`src/sch_pkg.sv`:
```
// Shared constants and types of the SMBus configuration and hot-plug expander block.
// Assumes a single 50 MHz system clock and a synchronous active-low reset.
`default_nettype none
package sch_pkg;
  // Timing of the master bus, one bit split in four quarter phases
  localparam int CLK_NS      = 20;
  localparam int MBUS_BIT_NS = 10000;
  localparam int QTR_CYCLES  = (MBUS_BIT_NS + 4 * CLK_NS - 1) / (4 * CLK_NS);
  localparam logic [6:0] QTR_LAST = 7'(QTR_CYCLES - 1);

  // Bus addresses and expander commands
  localparam logic [6:0] SLV_ADDR_BASE = 7'h70;
  localparam logic [6:0] EE_ADDR       = 7'h50;
  localparam logic [6:0] EXP_ADDR      = 7'h20;
  localparam logic       DIR_WR        = 1'b0;
  localparam logic       DIR_RD        = 1'b1;
  localparam logic [7:0] EXP_CMD_IN    = 8'h00;
  localparam logic [7:0] EXP_CMD_OUT   = 8'h01;
  localparam logic [7:0] EE_START_PTR  = 8'h00;
  localparam logic [7:0] BYTE_ONES     = 8'hff;

  // Configuration space
  localparam int         CFG_DEPTH   = 16;
  localparam int         CFG_AW      = 4;
  localparam logic [7:0] CFG_LIMIT   = 8'h10;
  localparam logic [7:0] CFG_DEFAULT = 8'h00;
  localparam logic [7:0] REG_GPIO_OE_LO  = 8'h00;
  localparam logic [7:0] REG_GPIO_OE_HI  = 8'h01;
  localparam logic [7:0] REG_GPIO_ALT_LO = 8'h02;
  localparam logic [7:0] REG_GPIO_ALT_HI = 8'h03;
  localparam logic [7:0] REG_GPIO_DO_LO  = 8'h04;
  localparam logic [7:0] REG_GPIO_DO_HI  = 8'h05;
  localparam logic [7:0] REG_GPIO_DI_LO  = 8'h10;
  localparam logic [7:0] REG_GPIO_DI_HI  = 8'h11;
  localparam logic [7:0] REG_HP_IN       = 8'h12;
  localparam logic [7:0] REG_STATUS      = 8'h13;

  // Pins and hot-plug width
  localparam int         GPIO_N     = 9;
  localparam int         IRQ_PIN    = 8;
  localparam int         HP_W       = 8;
  localparam logic [7:0] HP_DEFAULT = 8'h00;

  // Bit and step counters
  localparam logic [3:0] LAST_BIT     = 4'd7;
  localparam logic [3:0] ACK_BIT      = 4'd8;
  localparam logic [4:0] STEP_ADDR    = 5'd0;
  localparam logic [4:0] STEP_CMD     = 5'd1;
  localparam logic [4:0] STEP_RADDR   = 5'd2;
  localparam logic [4:0] EE_FIRST_RD  = 5'd3;
  localparam logic [4:0] EE_LAST_STEP = 5'(2 + CFG_DEPTH);

  typedef struct packed {
    logic [7:0] addr;
    logic [7:0] data;
  } sch_wr_s;

  typedef enum {MB_IDLE, MB_NEXT, MB_START, MB_BIT, MB_STOP} sch_mbit_e;
  typedef enum {J_NONE, J_EE, J_WR, J_RD} sch_job_e;
  typedef enum {SL_IDLE, SL_ADDR, SL_WRITE, SL_READ} sch_slv_e;
endpackage
`default_nettype wire

```
`src/sch_slave.sv`:
```
// Slave SMBus port: byte pointer, then auto-incrementing reads and writes.
// Assumes open-drain pins resolved outside; never stretches the clock.
`timescale 1ns/1ps
`default_nettype none
module sch_slave
  import sch_pkg::*;
(
  // Clock and reset
  input  wire logic    clk,
  input  wire logic    rst_n,
  // Slave bus pins
  input  wire logic    scl_in,
  input  wire logic    sda_in,
  output logic         sda_out,
  output logic         sda_oe_n,
  input  wire logic    addr_sel,
  // Configuration space access
  output logic [7:0]   rd_ptr,
  input  wire logic [7:0] rd_data,
  output logic         wr_valid,
  output sch_wr_s      wr
);
  logic [1:0] scl_sy, sda_sy, sel_sy;
  logic       scl_d, sda_d;
  logic       scl_s, sda_s;
  logic [3:0] bitn;
  logic [7:0] shreg, tx, ptr;
  logic       first, sda_low;
  logic [6:0] my_addr;
  sch_slv_e   st;

  assign scl_s    = scl_sy[1];
  assign sda_s    = sda_sy[1];
  assign my_addr  = {SLV_ADDR_BASE[6:1], sel_sy[1]};
  assign rd_ptr   = ptr;
  assign sda_out  = 1'b0;
  assign sda_oe_n = ~sda_low;

  always_ff @(posedge clk) begin
    if (!rst_n) begin
      scl_sy <= 2'b11;
      sda_sy <= 2'b11;
      sel_sy <= 2'b00;
      scl_d  <= 1'b1;
      sda_d  <= 1'b1;
    end else begin
      scl_sy <= {scl_sy[0], scl_in};
      sda_sy <= {sda_sy[0], sda_in};
      sel_sy <= {sel_sy[0], addr_sel};
      scl_d  <= scl_s;
      sda_d  <= sda_s;
    end
  end

  always_ff @(posedge clk) begin
    if (!rst_n) begin
      st       <= SL_IDLE;
      bitn     <= ACK_BIT;
      shreg    <= 8'h00;
      tx       <= 8'h00;
      ptr      <= 8'h00;
      first    <= 1'b0;
      sda_low  <= 1'b0;
      wr_valid <= 1'b0;
      wr       <= '0;
    end else begin
      wr_valid <= 1'b0;
      if (scl_s && scl_d && sda_d && !sda_s) begin
        // Start waits out the first falling edge before counting bits
        st      <= SL_ADDR;
        bitn    <= ACK_BIT;
        sda_low <= 1'b0;
      end else if (scl_s && scl_d && !sda_d && sda_s) begin
        st      <= SL_IDLE;
        sda_low <= 1'b0;
      end else if (st != SL_IDLE) begin
        if (scl_s && !scl_d) begin
          if (bitn != ACK_BIT) begin
            shreg <= {shreg[6:0], sda_s};
          end else if (st == SL_READ && sda_s) begin
            st <= SL_IDLE;
          end
        end else if (!scl_s && scl_d) begin
          if (bitn == LAST_BIT) begin
            bitn <= ACK_BIT;
            case (st)
              SL_ADDR: begin
                if (shreg[7:1] == my_addr) begin
                  sda_low <= 1'b1;
                  st      <= shreg[0] ? SL_READ : SL_WRITE;
                  first   <= 1'b1;
                end else begin
                  st <= SL_IDLE;
                end
              end
              SL_WRITE: begin
                sda_low <= 1'b1;
                if (first) begin
                  ptr   <= shreg;
                  first <= 1'b0;
                end else begin
                  wr_valid <= 1'b1;
                  wr       <= '{addr: ptr, data: shreg};
                  ptr      <= ptr + 8'd1;
                end
              end
              default: sda_low <= 1'b0;
            endcase
          end else if (bitn == ACK_BIT) begin
            bitn <= 4'd0;
            if (st == SL_READ) begin
              tx      <= rd_data;
              sda_low <= ~rd_data[7];
              ptr     <= ptr + 8'd1;
            end else begin
              sda_low <= 1'b0;
            end
          end else begin
            bitn <= bitn + 4'd1;
            if (st == SL_READ) begin
              tx      <= {tx[6:0], 1'b1};
              sda_low <= ~tx[6];
            end
          end
        end
      end
    end
  end

  a_addr_match: assert property (@(posedge clk) disable iff (!rst_n)
    st == SL_ADDR && !scl_s && scl_d && bitn == LAST_BIT && shreg[7:1] != my_addr
    && !(scl_s && scl_d) |=> !sda_low && st == SL_IDLE)
    else $error("slave answered a foreign address");
  a_wr_source: assert property (@(posedge clk) disable iff (!rst_n)
    wr_valid |-> $past(st == SL_WRITE && bitn == LAST_BIT && !first))
    else $error("register write outside a write data byte");
  a_read_release: assert property (@(posedge clk) disable iff (!rst_n)
    st == SL_READ && !scl_s && scl_d && bitn == LAST_BIT |=> !sda_low)
    else $error("slave holds data during master acknowledge");
endmodule
`default_nettype wire

```
`src/sch_top.sv`:
```
// Top of the SMBus block: slave config port, EEPROM loader, expander master, GPIO mux.
// Assumes pins are resolved outside and hot-plug outputs arrive on the system clock.
// Behaviour
// - An external agent reads and writes every configuration register over the slave port.
// - After reset the master loads the configuration space from the serial EEPROM.
// - Master and slave ports use separate pin pairs and work as independent buses.
// - The master never arbitrates and assumes it is alone on its bus.
// - After configuration, any change of hot-plug outputs causes one write of all of them.
// - An expander interrupt starts a read of all hot-plug inputs.
// - Hot-plug control through the expander covers every downstream port.
// - Signals named with an n suffix are asserted low.
// - Nine general-purpose pins each act as input, output or alternate function.
// - Alternate functions are chosen by software, the slave port or the EEPROM load.
// - The slave answers only at the address picked by its address-select pin.
// - The master clock toggles only during EEPROM or expander accesses.
// - The expander interrupt is the first alternate function of pin eight.
`timescale 1ns/1ps
`default_nettype none
module sch_top
  import sch_pkg::*;
(
  // Clock and reset
  input  wire logic              clk,
  input  wire logic              rst_n,
  // Master bus pins
  input  wire logic              master_bus_clock_in,
  output logic                   master_bus_clock_out,
  output logic                   master_bus_clock_oe_n,
  input  wire logic              master_bus_data_in,
  output logic                   master_bus_data_out,
  output logic                   master_bus_data_oe_n,
  // Slave bus pins
  input  wire logic              slave_bus_clock_in,
  output logic                   slave_bus_clock_out,
  output logic                   slave_bus_clock_oe_n,
  input  wire logic              slave_bus_data_in,
  output logic                   slave_bus_data_out,
  output logic                   slave_bus_data_oe_n,
  input  wire logic              slave_addr_select_pin,
  // General-purpose pins
  input  wire logic [GPIO_N-1:0] gpio_in,
  output logic [GPIO_N-1:0]      gpio_out,
  output logic [GPIO_N-1:0]      gpio_oe_n,
  // Hot-plug controller side
  input  wire logic [HP_W-1:0]   hp_out,
  output logic [HP_W-1:0]        hp_in,
  output logic                   hp_in_valid,
  // On-chip software write port
  input  wire logic              sw_wr_valid,
  input  wire sch_wr_s           sw_wr,
  // Status
  output logic                   cfg_done,
  output logic                   ee_fail
);
  logic [7:0]        cfg_mem [0:CFG_DEPTH-1];
  logic [GPIO_N-1:0] gpio_sy1, gpio_s;
  logic [GPIO_N-1:0] gpio_en, gpio_alt, gpio_do;
  logic              msda_sy1, msda_s;
  logic              expander_irq_n, irq_asserted;
  logic [7:0]        slv_ptr, slv_rd;
  logic              slv_wr_valid;
  sch_wr_s           slv_wr;
  logic              ee_wr_valid;
  sch_wr_s           ee_wr;
  logic [6:0]        qcnt;
  logic              tick;
  sch_mbit_e         mst;
  sch_job_e          job;
  logic [4:0]        step;
  logic [1:0]        phase;
  logic [3:0]        bitn;
  logic [7:0]        shreg, rx;
  logic              scl_low, sda_low, nack;
  logic [HP_W-1:0]   hp_sent;
  logic              op_start, op_read, op_ack, op_last;
  logic [7:0]        op_byte;

  sch_slave u_slave (
    .clk      (clk),
    .rst_n    (rst_n),
    .scl_in   (slave_bus_clock_in),
    .sda_in   (slave_bus_data_in),
    .sda_out  (slave_bus_data_out),
    .sda_oe_n (slave_bus_data_oe_n),
    .addr_sel (slave_addr_select_pin),
    .rd_ptr   (slv_ptr),
    .rd_data  (slv_rd),
    .wr_valid (slv_wr_valid),
    .wr       (slv_wr)
  );
  assign slave_bus_clock_out   = 1'b0;
  assign slave_bus_clock_oe_n  = 1'b1;
  assign master_bus_clock_out  = 1'b0;
  assign master_bus_clock_oe_n = ~scl_low;
  assign master_bus_data_out   = 1'b0;
  assign master_bus_data_oe_n  = ~sda_low;

  always_ff @(posedge clk) begin
    if (!rst_n) begin
      gpio_sy1 <= '1;
      gpio_s   <= '1;
      msda_sy1 <= 1'b1;
      msda_s   <= 1'b1;
    end else begin
      gpio_sy1 <= gpio_in;
      gpio_s   <= gpio_sy1;
      msda_sy1 <= master_bus_data_in;
      msda_s   <= msda_sy1;
    end
  end

  always_comb begin
    gpio_en  = {cfg_mem[REG_GPIO_OE_HI[CFG_AW-1:0]][0], cfg_mem[REG_GPIO_OE_LO[CFG_AW-1:0]]};
    gpio_alt = {cfg_mem[REG_GPIO_ALT_HI[CFG_AW-1:0]][0], cfg_mem[REG_GPIO_ALT_LO[CFG_AW-1:0]]};
    gpio_do  = {cfg_mem[REG_GPIO_DO_HI[CFG_AW-1:0]][0], cfg_mem[REG_GPIO_DO_LO[CFG_AW-1:0]]};
  end

  assign expander_irq_n = gpio_s[IRQ_PIN];
  // interrupt only in alternate mode of pin eight
  assign irq_asserted   = gpio_alt[IRQ_PIN] & ~expander_irq_n;

  always_ff @(posedge clk) begin
    if (!rst_n) begin
      gpio_out  <= '0;
      gpio_oe_n <= '1;
    end else begin
      // Other alternate functions live elsewhere; the pin is left undriven here
      gpio_oe_n <= ~(gpio_en & ~gpio_alt);
      gpio_out  <= gpio_do & gpio_en & ~gpio_alt;
    end
  end

  // three writers of the configuration space
  always_ff @(posedge clk) begin
    if (!rst_n) begin
      for (int i = 0; i < CFG_DEPTH; i++) begin
        cfg_mem[i] <= CFG_DEFAULT;
      end
    end else if (ee_wr_valid) begin
      cfg_mem[ee_wr.addr[CFG_AW-1:0]] <= ee_wr.data;
    end else if (slv_wr_valid && slv_wr.addr < CFG_LIMIT) begin
      // A colliding lower-priority write is dropped; sources rarely overlap
      cfg_mem[slv_wr.addr[CFG_AW-1:0]] <= slv_wr.data;
    end else if (sw_wr_valid && sw_wr.addr < CFG_LIMIT) begin
      cfg_mem[sw_wr.addr[CFG_AW-1:0]] <= sw_wr.data;
    end
  end

  // read decode for the slave port
  always_comb begin
    if (slv_ptr < CFG_LIMIT) begin
      slv_rd = cfg_mem[slv_ptr[CFG_AW-1:0]];
    end else if (slv_ptr == REG_GPIO_DI_LO) begin
      slv_rd = gpio_s[7:0];
    end else if (slv_ptr == REG_GPIO_DI_HI) begin
      slv_rd = {7'h00, gpio_s[IRQ_PIN]};
    end else if (slv_ptr == REG_HP_IN) begin
      slv_rd = hp_in;
    end else if (slv_ptr == REG_STATUS) begin
      slv_rd = {6'h00, ee_fail, cfg_done};
    end else begin
      slv_rd = 8'h00;
    end
  end

  // Quarter-bit enable for the master bus
  always_ff @(posedge clk) begin
    if (!rst_n || tick) begin
      qcnt <= 7'h00;
    end else begin
      qcnt <= qcnt + 7'h01;
    end
  end
  assign tick = (qcnt == QTR_LAST);

  // Byte plan of each job, indexed by step
  always_comb begin
    op_start = 1'b0;
    op_read  = 1'b0;
    op_ack   = 1'b0;
    op_last  = 1'b0;
    op_byte  = BYTE_ONES;
    case (job)
      J_EE: begin
        if (step == STEP_ADDR) begin
          op_start = 1'b1;
          op_byte  = {EE_ADDR, DIR_WR};
        end else if (step == STEP_CMD) begin
          op_byte = EE_START_PTR;
        end else if (step == STEP_RADDR) begin
          op_start = 1'b1;
          op_byte  = {EE_ADDR, DIR_RD};
        end else begin
          op_read = 1'b1;
          op_ack  = (step != EE_LAST_STEP);
          op_last = (step == EE_LAST_STEP);
        end
      end
      J_WR: begin
        if (step == STEP_ADDR) begin
          op_start = 1'b1;
          op_byte  = {EXP_ADDR, DIR_WR};
        end else if (step == STEP_CMD) begin
          op_byte = EXP_CMD_OUT;
        end else begin
          op_byte = hp_sent;
          op_last = 1'b1;
        end
      end
      J_RD: begin
        if (step == STEP_ADDR) begin
          op_start = 1'b1;
          op_byte  = {EXP_ADDR, DIR_WR};
        end else if (step == STEP_CMD) begin
          op_byte = EXP_CMD_IN;
        end else if (step == STEP_RADDR) begin
          op_start = 1'b1;
          op_byte  = {EXP_ADDR, DIR_RD};
        end else begin
          op_read = 1'b1;
          op_last = 1'b1;
        end
      end
      default: ;
    endcase
  end

  always_ff @(posedge clk) begin
    if (!rst_n) begin
      mst         <= MB_IDLE;
      job         <= J_NONE;
      step        <= STEP_ADDR;
      phase       <= 2'd0;
      bitn        <= 4'd0;
      shreg       <= BYTE_ONES;
      rx          <= 8'h00;
      scl_low     <= 1'b0;
      sda_low     <= 1'b0;
      nack        <= 1'b0;
      cfg_done    <= 1'b0;
      ee_fail     <= 1'b0;
      hp_sent     <= HP_DEFAULT;
      hp_in       <= HP_DEFAULT;
      hp_in_valid <= 1'b0;
      ee_wr_valid <= 1'b0;
      ee_wr       <= '0;
    end else begin
      ee_wr_valid <= 1'b0;
      hp_in_valid <= 1'b0;
      if (mst == MB_IDLE) begin
        step <= STEP_ADDR;
        // EEPROM first, then one expander job at a time
        if (!cfg_done) begin
          job <= J_EE;
          mst <= MB_NEXT;
        end else if (hp_out != hp_sent) begin
          // write all hot-plug outputs on change
          job     <= J_WR;
          hp_sent <= hp_out;
          mst     <= MB_NEXT;
        end else if (irq_asserted) begin
          job <= J_RD;
          mst <= MB_NEXT;
        end
      end else if (tick) begin
        phase <= phase + 2'd1;
        case (mst)
          MB_NEXT: begin
            phase <= 2'd0;
            bitn  <= 4'd0;
            shreg <= op_byte;
            mst   <= op_start ? MB_START : MB_BIT;
          end
          MB_START: begin
            case (phase)
              2'd0: sda_low <= 1'b0;
              2'd1: scl_low <= 1'b0;
              2'd2: sda_low <= 1'b1;
              default: begin
                scl_low <= 1'b1;
                mst     <= MB_BIT;
              end
            endcase
          end
          MB_BIT: begin
            case (phase)
              2'd0: sda_low <= (bitn == ACK_BIT) ? (op_read & op_ack) : ~shreg[7];
              2'd1: scl_low <= 1'b0;
              2'd2: begin
                if (bitn == ACK_BIT) begin
                  nack <= msda_s;
                end else begin
                  rx <= {rx[6:0], msda_s};
                end
              end
              default: begin
                scl_low <= 1'b1;
                if (bitn != ACK_BIT) begin
                  bitn  <= bitn + 4'd1;
                  shreg <= {shreg[6:0], 1'b1};
                end else if (!op_read && nack) begin
                  // Missing slave ends the job; EEPROM defaults stay in place
                  mst <= MB_STOP;
                  if (job == J_EE) begin
                    ee_fail <= 1'b1;
                  end
                end else begin
                  if (op_read && job == J_EE) begin
                    ee_wr_valid <= 1'b1;
                    ee_wr       <= '{addr: {3'h0, step - EE_FIRST_RD}, data: rx};
                  end else if (op_read) begin
                    hp_in       <= rx;
                    hp_in_valid <= 1'b1;
                  end
                  if (op_last) begin
                    mst <= MB_STOP;
                  end else begin
                    step <= step + 5'd1;
                    mst  <= MB_NEXT;
                  end
                end
              end
            endcase
          end
          default: begin
            case (phase)
              2'd0: sda_low <= 1'b1;
              2'd1: scl_low <= 1'b0;
              2'd2: sda_low <= 1'b0;
              default: begin
                mst <= MB_IDLE;
                job <= J_NONE;
                if (job == J_EE) begin
                  cfg_done <= 1'b1;
                end
              end
            endcase
          end
        endcase
      end
    end
  end

  a_scl_quiet: assert property (@(posedge clk) disable iff (!rst_n)
    mst == MB_IDLE |-> !scl_low && !sda_low)
    else $error("master bus driven while idle");
  a_ee_first: assert property (@(posedge clk) disable iff (!rst_n)
    (job == J_WR || job == J_RD) |-> cfg_done)
    else $error("expander job before configuration load");
  a_one_job: assert property (@(posedge clk) disable iff (!rst_n)
    mst != MB_IDLE && $past(mst) != MB_IDLE |-> $stable(job))
    else $error("job changed mid transaction");
  a_hp_write: assert property (@(posedge clk) disable iff (!rst_n)
    cfg_done && mst == MB_IDLE && hp_out != hp_sent
    |=> job == J_WR && hp_sent == $past(hp_out))
    else $error("hot-plug output change not written");
  a_irq_read: assert property (@(posedge clk) disable iff (!rst_n)
    cfg_done && mst == MB_IDLE && hp_out == hp_sent && irq_asserted |=> job == J_RD)
    else $error("expander interrupt not serviced");
  a_irq_pin: assert property (@(posedge clk) disable iff (!rst_n)
    gpio_alt[IRQ_PIN] |=> gpio_oe_n[IRQ_PIN])
    else $error("interrupt pin driven in alternate mode");
endmodule
`default_nettype wire

```
`config.mk`:
```
export PLATFORM = sky130hd
export DESIGN_NAME = sch_top
export DESIGN_NICKNAME = d
export VERILOG_FILES = /design/src/sch_pkg.sv /design/src/sch_slave.sv /design/src/sch_top.sv
export SDC_FILE = /design/constraint.sdc
export NUM_CORES = 1
export LEC_CHECK = 0
export BUFFER_PORTS_ARGS = -buffer_cell sky130_fd_sc_hd__buf_2
export CORE_MARGIN = 3
export CORE_UTILIZATION = 26
export CTS_CLUSTER_SIZE = 30
export DETAILED_ROUTE_END_ITERATION = 8
export PLACE_DENSITY = 0.4
export SETUP_SLACK_MARGIN = 0.4
export SLEW_MARGIN = 40
export SYNTH_ARGS = -nofsm -noshare
export SYNTH_HDL_FRONTEND = slang
export SYNTH_HIERARCHICAL = 1
export SYNTH_SLANG_ARGS = --single-unit
```
`constraint.sdc`:
```
create_clock -name clk -period 4 [get_ports clk]
set_input_delay 0.6 -clock clk [delete_from_list [all_inputs] [get_ports clk]]
set_output_delay 0.6 -clock clk [all_outputs]
set_load 0.01 [all_outputs]
```
* After elaboration in Yosys (flattened, before gate mapping) *
Memory sizes are Yosys's and may differ from the RTL's. A register that Yosys moved wholly into a read port is not among the register bits.
Cells that the tools add are included.

storage, ports and cells
  register bits = 257
  latch bits = 0
  bits in writable memories = 128
  ROM bits = 0
  input port bits = 41
  output and inout port bits = 37
  word-level logic and storage cells = 329
  memories kept = 1

memories
  name     words  width  read ports  clocked after memory_dff  wr ports  RTL line       source
  cfg_mem  16     8      7           1                         16        sch_top.sv:55  logic [7:0] cfg_mem [0:CFG_DEPTH-1];

cells by class
  add/sub/neg operators = 7
  $mul = 0
  divide/modulo/power cells = 0
  magnitude comparators = 3
  equal/unequal tests = 46
  shifts and indexed selects = 0
  multiplexer cells = 122
  bitwise logic cells = 34
  reductions and logical operators = 75

operators with widths
  cell                 count
  $mux 32              22
  $eq 32x2->1 const B  6
  $mux 8               21
  $eq 32x1->1 const B  3
  $pmux 32 s3          1
  $mux 1               49
  $reduce_and 5->1     8
  $mux 4               9
  $eq 32x3->1 const B  1
  $eq 8x5->1 const B   4
  $logic_not 32->1     1
  $reduce_and 8->1     4
  $reduce_bool 32->1   1
  $reduce_or 8->1      4
  $mux 7               4
  $and 9x9->9          3
  $not 1->1            27
  $lt 8x5->1 const B   3
  $pmux 8 s3           1
  $reduce_and 6->1     4
  $reduce_and 7->1     3
  $reduce_bool 2->1    10
  $not 9->9            2
  $pmux 8 s2           1
  other kinds (44)     95

* Longest topological paths before layout *
Gate-level depths: netlist of run 1.

  word-level depth = 13
  gate-level depth with buffers = 10
  mapped depth without buffers = 7

* By module *
The synthesis of run 1 kept the hierarchy.

modules (own cells, without submodules)
  module     times used  cells an instance  area an instance (µm²)  sequential area each (µm²)
  sch_top    1           979                11194.5                 6085.8
  sch_slave  1           299                2720.1                  1121.1

* Worst setup path after synthesis of run 1 *
Ideal clock, no wire load.

  kind = input -> register
  start point = input port sw_wr[13] in the netlist's numbering
  end point = memory cfg_mem[5][0] (enable)
  arrival time = 2888 ps
  path slack = 725 ps
  cell stages on the path = 7
  path buffers = 2
  cells stage by stage = or3b_1 > o22ai_4 > a21boi_2 > or4_1 > buf_4 > buf_2 > o31ai_1

RTL lines
  item         RTL line       source
  from (decl)  sch_top.sv:50  input wire sch_wr_s sw_wr,
  to (decl)    sch_top.sv:55

==> results of run 1 <==
==> power by group <==
part           switching, W  internal (W)  total, W
sequential        0.0000702       0.00323   0.00330
clock               0.00138       0.00213   0.00351
combinational      0.000272      0.000163  0.000435
total               0.00172       0.00552   0.00724
==> per-layer routing <==
metal | global-route usage, % | wire [um] | up-vias
met5 | 0 | 0 | -
met3 | 2.53 | 1640 | 47
met2 | 23.0 | 18700 | 194
met1 | 21.0 | 20400 | 5092
li1 | - | - | 4887
met4 | 4.19 | 879 | 0
==> layout by cell type (no fill, tap or decap), types with 5 or more instances in the layout <==
cell | Yosys | routed
a211o_1 | 5 | 5
a211oi_1 | 7 | 6
a21oi_1 | 46 | 46
a311oi_1 | 7 | 7
a31oi_1 | 9 | 9
and2_1 | 7 | 7
buf_2 | 23 | 71
buf_4 | 8 | 56
clkbuf_1 | 60 | 7
clkbuf_16 | 0 | 39
clkinv_2 | 0 | 7
conb_1 | 3 | 5
dfxtp_1 | 168 | 165
edfxtp_1 | 128 | 128
ha_1 | 23 | 23
inv_1 | 50 | 49
mux2_2 | 8 | 8
mux2i_1 | 78 | 78
mux4_2 | 41 | 41
nand2_1 | 50 | 50
nand2b_1 | 31 | 31
nand3_1 | 19 | 19
nand3b_1 | 16 | 16
nand4_1 | 8 | 8
nor2_1 | 118 | 118
nor2b_1 | 8 | 8
nor3_1 | 114 | 113
nor4_1 | 38 | 37
o211ai_1 | 8 | 8
o21a_1 | 7 | 7
o21ai_0 | 33 | 32
o21ai_1 | 6 | 5
o22ai_1 | 13 | 12
o31ai_1 | 10 | 10
or2_2 | 5 | 5
or3_1 | 14 | 14
xnor2_1 | 14 | 14
xor2_1 | 5 | 5
==> state kept, by name (all words and copies together) (netlist names), 4 cells and up <==
register,count
u_slave/shreg,8
gpio_sy1,9
u_slave/rd_ptr,8
bitn,4
u_slave/wr,16
u_slave/bitn,4
u_slave/tx,7
cfg_mem,128
qcnt,7
gpio_out,9
ee_wr,12
gpio_oe_n,9
shreg,8
hp_sent,8
gpio_s,9
hp_in,8
step,5
rx,8
==> metrics by stage <==
step	hold WS [ns]	worst slack (ns)	util, %	instance area (sq um)
2_1_floorplan	0.386	0.725	-	13900
3_3_place_gp	0.398	0.422	28.6	15100
3_5_place_dp	0.391	0.416	28.7	15200
4_1_cts	0.199	0.921	31.2	16400
5_1_grt	0.210	0.673	31.2	16500
6_report	0.230	0.887	31.2	16500
==> area by class of cell <==
type,count,area share [%]
clock buffers,50,6.43
multi-input cells,831,37.2
flip-flops and latches,296,43.8
clock inverters,20,1.37
well taps,688,5.23
repair buffers,128,4.76
inverters,50,1.14
==> synthesized netlist by cell type (13+ instances only) <==
| cell | instances |
|---|---|
| buf_2 | 23 |
| mux2i_1 | 78 |
| nor4_1 | 38 |
| nand3b_1 | 16 |
| nor3_1 | 114 |
| nor2_1 | 118 |
| xnor2_1 | 14 |
| nand3_1 | 19 |
| nand2b_1 | 31 |
| edfxtp_1 | 128 |
| o22ai_1 | 13 |
| inv_1 | 50 |
| ha_1 | 23 |
| mux4_2 | 41 |
| nand2_1 | 50 |
| or3_1 | 14 |
| o21ai_0 | 33 |
| dfxtp_1 | 168 |
| clkbuf_1 | 60 |
| a21oi_1 | 46 |
==> cell families (layout without fill, tap and decap cells) <==
logic type / Yosys count / after routing / synth area share, %
XOR/XNOR: 20 / 20 / 1.39
buffers and inverters: 153 / 248 / 4.77
adder cells (fa/ha/maj): 23 / 23 / 2.07
multiplexers: 127 / 127 / 12.9
flip-flops: 296 / 296 / 51.8
AO/OA/AOI/OAI: 197 / 197 / 9.93
other: 3 / 5 / 0.0809
AND/OR/NAND/NOR: 459 / 459 / 17.1
==> worst max path at each step <==
stage,endpoint,cells after the start,slack [ns],from
after floorplan,cfg_mem[5][0]$_SDFFCE_PN0P_,7,0.73,sw_wr[13]
after detailed placement,cfg_mem[12][0]$_SDFFCE_PN0P_,7,0.42,sw_wr[13]
after global routing,cfg_mem[9][6]$_SDFFCE_PN0P_,6,0.67,u_slave/wr[14]$_SDFFE_PN0P_
after global placement,cfg_mem[12][1]$_SDFFCE_PN0P_,7,0.42,sw_wr[13]
final,cfg_mem[9][6]$_SDFFCE_PN0P_,6,0.89,u_slave/wr[14]$_SDFFE_PN0P_
after CTS,cfg_mem[9][4]$_SDFFCE_PN0P_,6,0.92,u_slave/wr[14]$_SDFFE_PN0P_
==> worst max-delay path, delay by kind of cell (launching register included) <==
kind                   cells  cell delay [ns]
AND/OR/NAND/NOR            2             1.41
AO/OA/AOI/OAI              3             0.82
flip-flops                 1             0.32
buffers and inverters      1             0.24
==> impl_metrics.json, run 1 <==
{
  "routedWlPerCell_um": 20.2,
  "p_per_area_nw_per_um2": 440,
  "fp.dieH_um": 237,
  "dp_cells": 1992,
  "cts_buffer_depth": 3,
  "cp.required_ns": 4.25,
  "outcome": "completed",
  "drive_gt1_share_pct": 19.7,
  "grt_max_degree": 58,
  "hold_path.class": "input port to flip-flop",
  "ir_worst_vdd_v": 0.000287,
  "area_delta_synth_final_pct": 18.2,
  "synth-edff-count": 128,
  "reg2reg_to": "cfg_mem[9][6]$_SDFFCE_PN0P_",
  "grt_usage_pct": 14.7,
  "crit_chain": "or3_1 -> o22ai_4 -> a21oi_1 -> or4_1 -> o31ai_1 -> buf_4",
  "synth_area_leader_cell": "edfxtp_1",
  "cts_resized": 0,
  "ant_nets": 0,
  "die_x_um": 237,
  "ys_async_sr_fraction_pct": 0,
  "hold_buffers": 0,
  "gp_congestion": 0.796,
  "whs_path_depth": 2,
  "dp.final_hpwl_um": 28400,
  "period_minus_slack_ns": 3.11,
  "ys_seq_area_share_pct": 51.8,
  "grt_pass1_wl_um": 64000,
  "relSlewSlack_pct": 43.7,
  "setup_viol": 0,
  "tns_ns": 0,
  "antenna_found_initial": 0,
  "postCtsSetupBuffers": 0,
  "synthCells": 1278,
  "worstRegToRegCells": 6,
  "htreeDepth": 2,
  "synth_top_area_share_pct": 27.6,
  "drv_cap": 0,
  "instances_no_fill": 2063,
  "multi_input_area_sq_um": 6130,
  "nets": 1409,
  "start_util_pct": 26.4,
  "numCtsBuffers": 38,
  "path_class": "flip-flop to flip-flop",
  "firstDrtPassIters": 4,
  "ys_seq_elements": 296,
  "start_kind": "flip-flop",
  "num_rows": 84,
  "min-delay-start": "gpio_in[7]",
  "finalHoldViolCount": 0,
  "path_clk_slew_ns": 0.05,
  "fp.dieArea_sq_um": 56300,
  "worstMarginPinSlew_ns": 0.845,
  "dr_total_vias": 10200,
  "crit_fanout": 16,
  "rr_startpoint": "u_slave/wr[14]$_SDFFE_PN0P_",
  "regArea_sq_um": 7210,
  "core_area_sq_um": 52800,
  "rsz0062_at_grt": "false",
  "clock_latency_ns": 0.57,
  "max_stage_delay_ns": 0.88,
  "drt_iter0_drc": 767,
  "drc": 0,
  "grt_pass1_vias": 10200,
  "cp.arrival_ns": 3.36,
  "n_antenna_cell": 0,
  "io_pins": 78,
  "clock_skew_ns": 0.0265,
  "cp_slowest_cell": "or4_1",
  "cts_root_buffer": "clkbuf_16",
  "ys_types": 83,
  "period_share_pct": 77.8,
  "vias_per_cell": 4.95,
  "synth_area_leaders": "edfxtp_1 (28%), dfxtp_1 (24%), mux4_2 (6.6%)",
  "clock-sinks": 296,
  "syn_avg_cell_area_sq_um": 10.9,
  "reg2reg_slack_ns": 0.89,
  "cp-end-kind": "flip-flop",
  "drv_slew": 0,
  "wirelength_um": 41600,
  "yosys_warnings": 6,
  "min_to": "gpio_sy1[7]$_SDFF_PN1_",
  "syn-cell-area_sq_um": 13900,
  "portBuffers": 71,
  "clock.fmax_mhz": 321,
  "fillers": 5447,
  "cts_tree": "done",
  "total_power_w": 0.00724,
  "grt.overflow.total": 0,
  "synth-main-ff-cell": "dfxtp_1",
  "power_leakage_nw": 5.62
}
Note: power is estimated with default switching activity, not from simulation.
==> inputs of run 2 (changes only) <==
==> constraint.sdc (replaced) <==
create_clock -name clk -period 3.05 [get_ports clk]
set_input_delay 0.4575 -clock clk [delete_from_list [all_inputs] [get_ports clk]]
set_output_delay 0.4575 -clock clk [all_outputs]
set_load 0.01 [all_outputs]
==> run 2 against run 1 <==
Total power increased by 29%. Combinational power rose by 41%. Worst hold slack got worse by 0.13 ns. Non-clock buffer count up 36. Core utilization grew 0.97 points. Final cell count rose by 1.6%. Largest power group unchanged.
==> impl_metrics.json, run 2 (synthesized netlist as in run 1, its figures left out) <==
{
  "die_x_um": 237,
  "drc": 0,
  "grt.overflow.total": 0,
  "crit_path_start": "u_slave/wr[12]$_SDFFE_PN0P_",
  "cts_buffer_depth": 3,
  "gp_congestion": 0.776,
  "place_ws_ns": 0.0421,
  "cp.arrival_ns": 2.86,
  "ir_worst_vdd_v": 0.000341,
  "cp-end-kind": "flip-flop",
  "start_util_pct": 26.4,
  "wirelength_um": 42000,
  "antenna_found_initial": 0,
  "largest_reg_flops": 128,
  "fin_ws_ns": 0.460,
  "numCtsBuffers": 37,
  "hold_path.class": "input port to flip-flop",
  "drv_cap": 0,
  "num_rows": 84,
  "cts_root_buffer": "clkbuf_16",
  "fp.dieArea_sq_um": 56300,
  "grt_usage_pct": 15.0,
  "outcome": "completed",
  "htreeDepth": 2,
  "nets": 1444,
  "drv_slew": 0,
  "area_delta_synth_final_pct": 21.9,
  "rr_startpoint": "u_slave/wr[12]$_SDFFE_PN0P_",
  "grt_pass1_vias": 10600,
  "power_leakage_nw": 5.84,
  "clock_skew_ns": 0.0238,
  "dp_cells": 2023,
  "hold_ws_ns": 0.0959,
  "io_pins": 78,
  "grt_max_degree": 57,
  "top_register": "cfg_mem",
  "top_regs": "cfg_mem (128), u_slave/wr (16), ee_wr (12)",
  "clock.fmax_mhz": 386,
  "layout.cells.most_common_list": "dfxtp_1 (165), edfxtp_1 (128), nor2_1 (118), nor3_1 (112), buf_4 (84)",
  "worstMarginPinSlew_ns": 0.690,
  "dp.final_hpwl_um": 29800,
  "vias_per_cell": 4.95,
  "portBuffers": 71,
  "relSlewSlack_pct": 53.7,
  "instances_no_fill": 2096,
  "reg2reg_slack_ns": 0.46,
  "grt_pass1_wl_um": 65500,
  "path_class": "flip-flop to flip-flop",
  "layout_commonest_cell": "dfxtp_1",
  "tns_ns": 0,
  "routedWlPerCell_um": 20.0,
  "fp.dieH_um": 237,
  "clock-sinks": 296,
  "drive_gt1_share_pct": 23.6,
  "setup_viol": 0,
  "crit_fanout": 16,
  "reg2reg_to": "cfg_mem[5][7]$_SDFFCE_PN0P_",
  "drt_iter0_drc": 766,
  "period_minus_slack_ns": 2.59,
  "cts_tree": "done",
  "core_area_sq_um": 52800,
  "finalHoldViolCount": 0,
  "start_kind": "flip-flop",
  "worstRegToRegCells": 7,
  "dr_total_vias": 10400,
  "path_clk_slew_ns": 0.06,
  "p_per_area_nw_per_um2": 552,
  "clock_latency_ns": 0.56,
  "cp-endpoint": "cfg_mem[5][7]$_SDFFCE_PN0P_",
  "firstDrtPassIters": 5,
  "n_antenna_cell": 0,
  "cp.required_ns": 3.32,
  "rsz0062_at_grt": "true",
  "ant_nets": 0,
  "period_share_pct": 84.9
}
==> run 2: worst min-delay path by stage <==
stage / start / endpoint / slack (ns) / depth (start not counted)
floorplan: gpio_sy1[0]$_SDFF_PN1_ / gpio_s[0]$_SDFF_PN1_ / 0.39 / 1
detailed placement: gpio_sy1[1]$_SDFF_PN1_ / gpio_s[1]$_SDFF_PN1_ / 0.40 / 1
finish: gpio_in[2] / gpio_sy1[2]$_SDFF_PN1_ / 0.1 / 2
global placement: gpio_sy1[8]$_SDFF_PN1_ / gpio_s[8]$_SDFF_PN1_ / 0.40 / 1
global route: gpio_in[8] / gpio_sy1[8]$_SDFF_PN1_ / 0.07 / 2
CTS: gpio_in[8] / gpio_sy1[8]$_SDFF_PN1_ / 0.06 / 2
==> run 2: layout make-up <==
class | instances | area (sq um)
Clock buffer | 55 | 1100
Multi-Input combinational cell | 831 | 6310
Sequential cell | 296 | 7210
Clock inverter | 12 | 136
Tap cell | 688 | 861
Timing Repair Buffer | 164 | 1160
Fill cell | 5405 | 35800
Inverter | 50 | 188
==> run 2: repair_timing <==
action / in CTS / in global routing
setup buffers: 2 / 4
setup endpoints to repair: 206 / 174
hold buffers: 0 / 0
pin swaps: 3 / 2
gates resized for setup: 10 / 7
==> run 2: worst max-delay path, cell delays in order, from the launching register on <==
cell and delay (ns):
dfxtp_2 0.33, or3_4 0.45, o2111ai_4 0.23, a21oi_2 0.11, or4_4 0.56, buf_12 0.18, o31ai_4 0.26, buf_4 0.19
==> run 2: power by group <==
group          internal, W  switching (W)
clock              0.00268        0.00175
combinational     0.000251       0.000364
sequential         0.00423      0.0000913
==> run 2: stage by stage <==
step	area [sq um]	total power (W)	utilization, %
after CTS	16900	0.00953	32.0
final	17000	0.00937	32.2
after global placement	15600	0.00502	29.6
after global routing	17000	0.00976	32.2
after detailed placement	15600	0.00502	29.6
after floorplan	14100	0.00476	-
==> run 2: layer usage <==
layer / vias to the layer above / GRT usage [%] / wire length (um) / part of all wire [%]
met5: - / 0 / 0 / 0
met4: 0 / 3.36 / 657 / 1.6
met3: 39 / 3.40 / 2100 / 5.0
met2: 224 / 23.8 / 19300 / 46
met1: 5149 / 21.0 / 19900 / 47
li1: 4962 / - / - / -
